$ cat src/inc/flr_consts.vh
// Command codes, field positions, reset values and timing of the fault limit and response block
`ifndef FLR_CONSTS_VH
`define FLR_CONSTS_VH

// ---------------------------------------------------------------
// Command codes
// ---------------------------------------------------------------
`define FLR_CMD_OC_LV_FAULT     8'h48
`define FLR_CMD_OC_WARN         8'h4A
`define FLR_CMD_OT_FAULT        8'h4F
`define FLR_CMD_OT_ACTION       8'h50
`define FLR_CMD_DELAY_UNIT      8'hD2
`define FLR_CMD_CLEAR_FAULTS    8'h03
`define FLR_CMD_STATUS          8'h7D

// ---------------------------------------------------------------
// Action byte fields
// ---------------------------------------------------------------
`define FLR_ACT_MSB             7
`define FLR_ACT_LSB             6
`define FLR_RETRY_MSB           5
`define FLR_RETRY_LSB           3
`define FLR_DLY_MSB             2
`define FLR_DLY_LSB             0

`define FLR_ACT_IGNORE          2'h0
`define FLR_ACT_DELAYED         2'h1
`define FLR_ACT_DISABLE_RETRY   2'h2
`define FLR_ACT_LATCH_OFF       2'h3

`define FLR_RETRY_NONE          3'h0
`define FLR_RETRY_FOREVER       3'h7

// ---------------------------------------------------------------
// Reset values
// ---------------------------------------------------------------
`define FLR_RST_OC_LV_FAULT     16'hFFFF
`define FLR_RST_OC_WARN         16'hFFFF
`define FLR_RST_OT_FAULT        16'hFFFF
`define FLR_RST_OT_ACTION       8'h80
`define FLR_RST_DELAY_UNIT      8'h01

// ---------------------------------------------------------------
// Timing: one unit tick is 1 us of the 10 MHz clock times the unit register
// ---------------------------------------------------------------
`define FLR_CLK_NS              100
`define FLR_TICK_NS             1000
`define FLR_TICK_CYCLES         (`FLR_TICK_NS / `FLR_CLK_NS)

`endif

$ cat src/verilog/flr_fault_regs.v
// Fault limit registers and over-temperature fault response engine
`timescale 1ns/1ps
`default_nettype none
`include "flr_consts.vh"

module flr_fault_regs
#(
    parameter TICK_CYCLES = `FLR_TICK_CYCLES
)
(
    // Clock and reset
    input  wire         clk,
    input  wire         nrst,
    // Command port from the management bus engine
    input  wire         cmd_wr,
    input  wire         cmd_rd,
    input  wire [7:0]   cmd_code,
    input  wire [15:0]  cmd_wdata,
    output reg  [15:0]  cmd_rdata,
    output reg          cmd_rvalid,
    output reg          cmd_err,
    // Measurements, same clock domain
    input  wire [15:0]  meas_current,
    input  wire [15:0]  meas_vout,
    input  wire [15:0]  meas_temp,
    // Output control
    input  wire         output_on_cmd,
    output reg          output_enable,
    output reg          oc_lv_fault,
    output reg          oc_warning,
    output reg          ot_fault
);

    // ---------------------------------------------------------------
    // Registers
    // ---------------------------------------------------------------
    reg  [15:0]  overcurrent_lowvolt_fault_threshold;
    reg  [15:0]  overcurrent_warning_threshold;
    reg  [15:0]  overtemp_fault_threshold;
    reg  [7:0]   overtemp_fault_action;
    reg  [7:0]   delay_unit;

    wire [1:0]   act   = overtemp_fault_action[`FLR_ACT_MSB:`FLR_ACT_LSB];
    wire [2:0]   retry = overtemp_fault_action[`FLR_RETRY_MSB:`FLR_RETRY_LSB];
    wire [2:0]   dly   = overtemp_fault_action[`FLR_DLY_MSB:`FLR_DLY_LSB];

    wire         wr_clear_all = cmd_wr && (cmd_code == `FLR_CMD_CLEAR_FAULTS);
    wire         wr_status    = cmd_wr && (cmd_code == `FLR_CMD_STATUS);

    always @(posedge clk or negedge nrst)
    begin
        if (!nrst)
        begin
            overcurrent_lowvolt_fault_threshold <= `FLR_RST_OC_LV_FAULT;
            overcurrent_warning_threshold       <= `FLR_RST_OC_WARN;
            overtemp_fault_threshold            <= `FLR_RST_OT_FAULT;
            overtemp_fault_action               <= `FLR_RST_OT_ACTION;
            delay_unit                          <= `FLR_RST_DELAY_UNIT;
        end
        else if (cmd_wr)
        begin
            case (cmd_code)
                `FLR_CMD_OC_LV_FAULT: overcurrent_lowvolt_fault_threshold <= cmd_wdata;
                `FLR_CMD_OC_WARN:     overcurrent_warning_threshold <= cmd_wdata;
                `FLR_CMD_OT_FAULT:    overtemp_fault_threshold <= cmd_wdata;
                `FLR_CMD_OT_ACTION:   overtemp_fault_action <= cmd_wdata[7:0];
                `FLR_CMD_DELAY_UNIT:  delay_unit <= cmd_wdata[7:0];
                default:              ;
            endcase
        end
    end

    // ---------------------------------------------------------------
    // Read path and fault status
    // ---------------------------------------------------------------
    // Status word: bit0 over-temperature, bit1 over-current LV, bit2 warning
    wire [15:0] status_word = {13'h0000, oc_warning, oc_lv_fault, ot_fault};

    always @(posedge clk or negedge nrst)
    begin
        if (!nrst)
        begin
            cmd_rdata  <= 16'h0000;
            cmd_rvalid <= 1'b0;
            cmd_err    <= 1'b0;
        end
        else
        begin
            cmd_rvalid <= cmd_rd;
            cmd_err    <= 1'b0;
            if (cmd_rd)
            begin
                case (cmd_code)
                    `FLR_CMD_OC_LV_FAULT: cmd_rdata <= overcurrent_lowvolt_fault_threshold;
                    `FLR_CMD_OC_WARN:     cmd_rdata <= overcurrent_warning_threshold;
                    `FLR_CMD_OT_FAULT:    cmd_rdata <= overtemp_fault_threshold;
                    `FLR_CMD_OT_ACTION:   cmd_rdata <= {8'h00, overtemp_fault_action};
                    `FLR_CMD_DELAY_UNIT:  cmd_rdata <= {8'h00, delay_unit};
                    `FLR_CMD_STATUS:      cmd_rdata <= status_word;
                    default:
                    begin
                        cmd_rdata <= 16'h0000;
                        cmd_err   <= 1'b1;
                    end
                endcase
            end
        end
    end

    // ---------------------------------------------------------------
    // Limit comparison
    // ---------------------------------------------------------------
    // Low-voltage over-current: excess current while vout is under threshold
    wire oc_lv_cond = (meas_current > overcurrent_warning_threshold)
                      && (meas_vout < overcurrent_lowvolt_fault_threshold);
    wire warn_cond  = (meas_current > overcurrent_warning_threshold);
    wire ot_cond    = (meas_temp > overtemp_fault_threshold);

    // Off/on cycle of the output command clears latched faults
    reg  on_cmd_d;
    wire on_rise = output_on_cmd && !on_cmd_d;

    wire clr_ot  = wr_clear_all || on_rise || (wr_status && cmd_wdata[0]);
    wire clr_lv  = wr_clear_all || on_rise || (wr_status && cmd_wdata[1]);
    wire clr_wrn = wr_clear_all || on_rise || (wr_status && cmd_wdata[2]);

    // ---------------------------------------------------------------
    // Response engine
    // ---------------------------------------------------------------
    localparam [4:0] ST_RUN    = 5'b00001;
    localparam [4:0] ST_HOLD   = 5'b00010;
    localparam [4:0] ST_WAIT   = 5'b00100;
    localparam [4:0] ST_TRY    = 5'b01000;
    localparam [4:0] ST_LATCH  = 5'b10000;

    reg  [4:0]   state;
    reg  [7:0]   unit_cnt;
    reg  [2:0]   tries;
    wire         unit_tick;
    wire [7:0]   dly_units = 8'h01 << dly;
    wire         timer_clr = (state == ST_RUN) || (state == ST_LATCH);

    flr_unit_timer #(.TICK_CYCLES(TICK_CYCLES)) u_timer
    (
        .clk       (clk),
        .nrst      (nrst),
        .clear     (timer_clr),
        .unit_len  (delay_unit),
        .unit_tick (unit_tick)
    );

    wire delay_done = unit_tick && (unit_cnt + 8'h01 >= dly_units);
    // Retry budget left; 111 never runs out
    wire can_retry  = (retry == `FLR_RETRY_FOREVER) || (tries < retry);

    always @(posedge clk or negedge nrst)
    begin
        if (!nrst)
        begin
            state         <= ST_RUN;
            unit_cnt      <= 8'h00;
            tries         <= 3'h0;
            output_enable <= 1'b0;
            // Starts high so a command already on at reset is not seen as a rise
            on_cmd_d      <= 1'b1;
            ot_fault      <= 1'b0;
            oc_lv_fault   <= 1'b0;
            oc_warning    <= 1'b0;
        end
        else
        begin
            on_cmd_d <= output_on_cmd;
            // Set wins over clear for every latched flag
            ot_fault    <= ot_cond    | (ot_fault    & ~clr_ot);
            oc_lv_fault <= oc_lv_cond | (oc_lv_fault & ~clr_lv);
            oc_warning  <= warn_cond  | (oc_warning  & ~clr_wrn);
            if (state == ST_WAIT || state == ST_HOLD)
                unit_cnt <= delay_done ? 8'h00 : unit_cnt + {7'h00, unit_tick};
            else
                unit_cnt <= 8'h00;
            case (state)
                ST_RUN:
                begin
                    output_enable <= output_on_cmd;
                    tries         <= 3'h0;
                    if (output_on_cmd && ot_cond)
                    begin
                        case (act)
                            `FLR_ACT_IGNORE:  ;
                            `FLR_ACT_DELAYED: state <= ST_HOLD;
                            `FLR_ACT_DISABLE_RETRY:
                            begin
                                output_enable <= 1'b0;
                                state <= (retry == `FLR_RETRY_NONE) ? ST_LATCH : ST_WAIT;
                            end
                            default:
                            begin
                                output_enable <= 1'b0;
                                state         <= ST_LATCH;
                            end
                        endcase
                    end
                end
                ST_HOLD:
                begin
                    // Keep running through the delay; a vanished fault ends it
                    output_enable <= output_on_cmd;
                    if (!ot_cond || !output_on_cmd)
                        state <= ST_RUN;
                    else if (delay_done)
                    begin
                        output_enable <= 1'b0;
                        state <= (retry == `FLR_RETRY_NONE) ? ST_LATCH : ST_WAIT;
                    end
                end
                ST_WAIT:
                begin
                    output_enable <= 1'b0;
                    if (!output_on_cmd)
                        state <= ST_RUN;
                    else if (delay_done)
                        state <= can_retry ? ST_TRY : ST_LATCH;
                end
                ST_TRY:
                begin
                    // One restart attempt; never re-enables against an off command
                    output_enable <= output_on_cmd;
                    if (tries != 3'h7)
                        tries <= tries + 3'h1;
                    state <= ST_WAIT;
                    if (!ot_cond)
                        state <= ST_RUN;
                end
                ST_LATCH:
                begin
                    output_enable <= 1'b0;
                    if (clr_ot)
                        state <= ST_RUN;
                end
                default:
                    state <= ST_RUN;
            endcase
        end
    end

endmodule
`default_nettype wire

$ cat src/verilog/flr_unit_timer.v
// Delay unit tick generator: one pulse per delay time unit
`timescale 1ns/1ps
`default_nettype none
`include "flr_consts.vh"

module flr_unit_timer
#(
    parameter TICK_CYCLES = `FLR_TICK_CYCLES
)
(
    // Clock and reset
    input  wire         clk,
    input  wire         nrst,
    // Control
    input  wire         clear,
    input  wire [7:0]   unit_len,
    // Output
    output reg          unit_tick
);

    reg  [15:0]  pre_cnt;
    reg  [7:0]   unit_cnt;
    wire         pre_done;

    assign pre_done = (pre_cnt == TICK_CYCLES[15:0] - 16'h0001);

    // A zero unit length is treated as one to keep the timer moving
    always @(posedge clk or negedge nrst)
    begin
        if (!nrst)
        begin
            pre_cnt   <= 16'h0000;
            unit_cnt  <= 8'h00;
            unit_tick <= 1'b0;
        end
        else if (clear)
        begin
            pre_cnt   <= 16'h0000;
            unit_cnt  <= 8'h00;
            unit_tick <= 1'b0;
        end
        else
        begin
            unit_tick <= 1'b0;
            if (pre_done)
            begin
                pre_cnt <= 16'h0000;
                if (unit_cnt + 8'h01 >= unit_len)
                begin
                    unit_cnt  <= 8'h00;
                    unit_tick <= 1'b1;
                end
                else
                    unit_cnt <= unit_cnt + 8'h01;
            end
            else
                pre_cnt <= pre_cnt + 16'h0001;
        end
    end

endmodule
`default_nettype wire

$ cat config.mk
export PLATFORM = sky130hd
export DESIGN_NAME = flr_fault_regs
export DESIGN_NICKNAME = d
export VERILOG_FILES = /design/src/verilog/flr_fault_regs.v /design/src/verilog/flr_unit_timer.v
export VERILOG_INCLUDE_DIRS = /design/src /design/src/inc
export SDC_FILE = /design/constraint.sdc
export NUM_CORES = 1
export LEC_CHECK = 0
export ABC_AREA = 1
export BUFFER_PORTS_ARGS = -buffer_cell sky130_fd_sc_hd__buf_4
export CELL_PAD_IN_SITES_DETAIL_PLACEMENT = 0
export CELL_PAD_IN_SITES_GLOBAL_PLACEMENT = 1
export CORE_MARGIN = 2
export CORE_UTILIZATION = 45
export CTS_BUF_LIST = sky130_fd_sc_hd__clkbuf_2 sky130_fd_sc_hd__clkbuf_4 sky130_fd_sc_hd__clkbuf_8
export DETAILED_ROUTE_END_ITERATION = 6
export GPL_TIMING_DRIVEN = 0
export PLACE_DENSITY = 0.9
export SYNTH_ARGS = -nofsm -noshare
export SYNTH_HDL_FRONTEND = slang
export SYNTH_SLANG_ARGS = --single-unit
$ cat constraint.sdc
create_clock -name clk -period 2.82 [get_ports clk]
set_clock_uncertainty 0.15 [all_clocks]
set_input_delay 0.282 -clock clk [delete_from_list [all_inputs] [get_ports clk]]
set_output_delay 0.282 -clock clk [all_outputs]
set_load 0.005 [all_outputs]
==> results.yml <==
floorplanning:
  die_height_microns: 135
  coreArea_sq_mm: 0.0167
  die_area_sq_mm: 0.0183
  dieWidth_microns: 135
  io_pins: 99
  start_util: 0.463
  rows: 47
global_route:
  grt_overflow: 0
  grt_usage: 0.235
  grt_max_degree: 100
  grt_pass1_wl_mm: 33.2
  grt_pass1_vias: 6628
  antenna_found_initial: 0
place:
  hpwl_mm: 15.8
  io_buffers: 98
  placed_cell_area_sq_mm: 0.00878
  place.gp.congestion: 0.881
status:
  outcome: "completed"
yosys:
  ys.flop_type: "dfrtp_1"
  synth-seq-area-share: 0.422
  synth_top_family_by_area: "simple AND/OR/NAND/NOR gates"
  synthAdderAreaFrac: 0.118
  synthMuxAreaShare: 0
  async_reset_ff_frac: 1.00
  post_synth_xor_area_fraction: 0.0192
  ys_warn_count: 0
  synth-simple-area-share: 0.218
  synth.avg_cell_area_sq_um: 8.08
  syn_nets: 1107
  synth_top_area_share: 0.246
  yosys-top-cells-count: "nand2_1, inv_1, o21ai_0"
  synth_compound_gate_area_share: 0.138
  synthTopCellsByArea: "dfrtp_1, dfstp_2, ha_1"
  synth.most_common_cell: "nand2_1"
  ys_ff_latch: 128
  synth_edf_count: 0
  syn_area_sq_mm: 0.00774
  synth_cells: 957
  synthDistinctLibCells: 45
  synth.largest_area_cell: "dfrtp_1"
route:
  drtPass1Iterations: 6
  final_antenna_net_count: 0
  drc: 0
  wirelength_mm: 20.4
  dr.first_iter.drc_count: 485
  wire_per_inst_microns: 15.4
  vias_per_cell: 5.22
  vias: 6890
hold_path:
  min_path_type: "in -> reg"
timing:
  fin_crit_sh: 0.911
  relSlewSlack: 0.625
  tightest_slew_ns: 0.562
  tns_ns: 0
  timing.fmax_mhz: 389
  slew_viol_final: 0
  setup_viol: 0
  finalHoldViolCount: 0
  rsz0062_at_grt: "false"
  layout_min_cycle_time_ns: 2.57
cells_and_area:
  finalNetCount: 1238
  regArea_sq_mm: 0.00327
  finalInstanceArea_sq_mm: 0.00934
  multiInputGateArea_sq_mm: 0.00384
  area_growth_pct: 20.7
  antenna_cells: 0
  num-fill-cells: 1602
  drive_gt1_frac: 0.203
pwr:
  leakage_nw: 4.34
  peakVddDrop_mv: 0.350
  p_per_area_mw_per_mm2: 480
clock_tree:
  numCtsBuffers: 17
  clk_latency_ns: 0.45
  postCtsSetupBuffers: 0
  cts_tree: "yes"
  clock_sinks: 128
  cts-root-buf: "clkbuf_8"
  cts_buffer_depth: 2
  path_clk_slew_ns: 0.07
  htreeDepth: 4
worst_setup_path:
  cpMaxStageDelayCell: "dfrtp_1"
  worstSetupEndpointType: "register"
  max_stage_delay_ns: 0.43
  crit_chain: "nand2_1 -> inv_1 -> nand4_1 -> nor3_1 -> xor2_1 -> ha_1 -> a21o_1 -> nor2_1 -> nand3_1 -> nand2_1 -> inv_1 -> nor2_1 -> nand2_1 -> nand4_1 -> nand2_1"
  cp.arrival_ns: 2.76
  worst_ep_required_time_ns: 3.01
  worstSetupStartpointType: "register"
  path_class: "reg -> reg"
  critPathMaxFanout: 5
  cpMostUsedCell: "nand2_1"
run:
  maxCapViolations: 0
report_power, final:
group          switching (mW)  total [mW]  internal (mW)
Clock                   0.741        1.62          0.883
Combinational           0.517       0.835          0.318
Sequential             0.0716        2.02           1.95
Total                    1.33        4.48           3.15
metal layers:
| layer | global-route usage | wire [microns] |
|---|---|---|
| met2 | 0.377 | 9490 |
| met1 | 0.326 | 9380 |
| met4 | 0.0648 | 352 |
| met5 | 0 | 0 |
| met3 | 0.0473 | 1170 |
critical path: cells and delay by family (launching register included):
family | cells | cell delay [ns]
flops | 1 | 0.43
fa+ha+maj | 1 | 0.26
xor+xnor | 1 | 0.18
compound gates | 1 | 0.16
buf+inv | 2 | 0.17
simple gates | 10 | 1.10
final timing paths:
check                      depth (start not counted)                        start                      endpoint  slack [ns]
max                                               15                  unit_cnt[2]                      state[4]        0.25
min                                                3                 cmd_wdata[9]   overtemp_fault_threshold[9]        0.04
max reg2reg                                       15                  unit_cnt[2]                      state[4]        0.25
min reg2reg                                        2  overtemp_fault_threshold[4]   overtemp_fault_threshold[4]        0.33
max in group asynchronous                          3                         nrst  overtemp_fault_threshold[11]        1.58
min in group asynchronous                          2                         nrst                   unit_cnt[5]        0.12
layout make-up:
type / count / area share
multi-input combinational: 658 / 0.411
inverter: 155 / 0.0623
buffer: 16 / 0.00737
clock buffer: 23 / 0.0319
tap: 220 / 0.0295
clock inverter: 9 / 0.0115
sequential: 128 / 0.350
timing repair buffer: 112 / 0.0961
placed cells by master, fill, tap and decap left out, types with 19 or more instances in the layout:
cell type,netlist,final
buf_4,0,97
nor2_1,58,58
o21ai_0,79,79
o22ai_1,20,20
nand4_1,19,19
nand2_1,212,212
dfrtp_1,76,76
nor3_1,20,20
nand3_1,34,34
inv_1,144,144
clkbuf_8,0,20
ha_1,73,73
a21oi_1,50,50
dfstp_2,52,52
cell families (layout without fill, tap and decap cells):
logic type / Yosys count / after routing
AO/OA/AOI/OAI: 193 / 193
XOR/XNOR: 17 / 17
buffers and inverters: 171 / 315
AND/OR/NAND/NOR: 375 / 375
flip-flops: 128 / 128
adder cells (fa/ha/maj): 73 / 73
repair_timing:
action / CTS / global route
hold buffers: 13 / 0
hold endpoints to repair: 118 / 0
setup endpoints to repair: 0 / 9
resized for setup: 0 / 3
stage by stage:
step	total power [mW]	utilization	setup slack (ns)	std cells	hold slack, ns
global route	4.74	0.559	0.0117	1321	0.0290
global placement	2.84	0.524	0.112	1275	0.292
CTS	4.52	0.558	0.0898	1321	0.0106
finish	4.48	0.559	0.250	1321	0.0365
detailed placement	2.86	0.526	0.117	1276	0.0271
floorplan	2.53	-	0.543	957	-0.164
registers in the layout, indices dropped and copies added, names as in the netlist, 8 cells and up:
register and cells:
cmd_rdata 16, delay_unit 8, overcurrent_lowvolt_fault_threshold 16, overcurrent_warning_threshold 16, overtemp_fault_action 8, overtemp_fault_threshold 16
u_timer.pre_cnt 16, u_timer.unit_cnt 8, unit_cnt 8
Note: power is estimated with default switching activity, not from simulation.
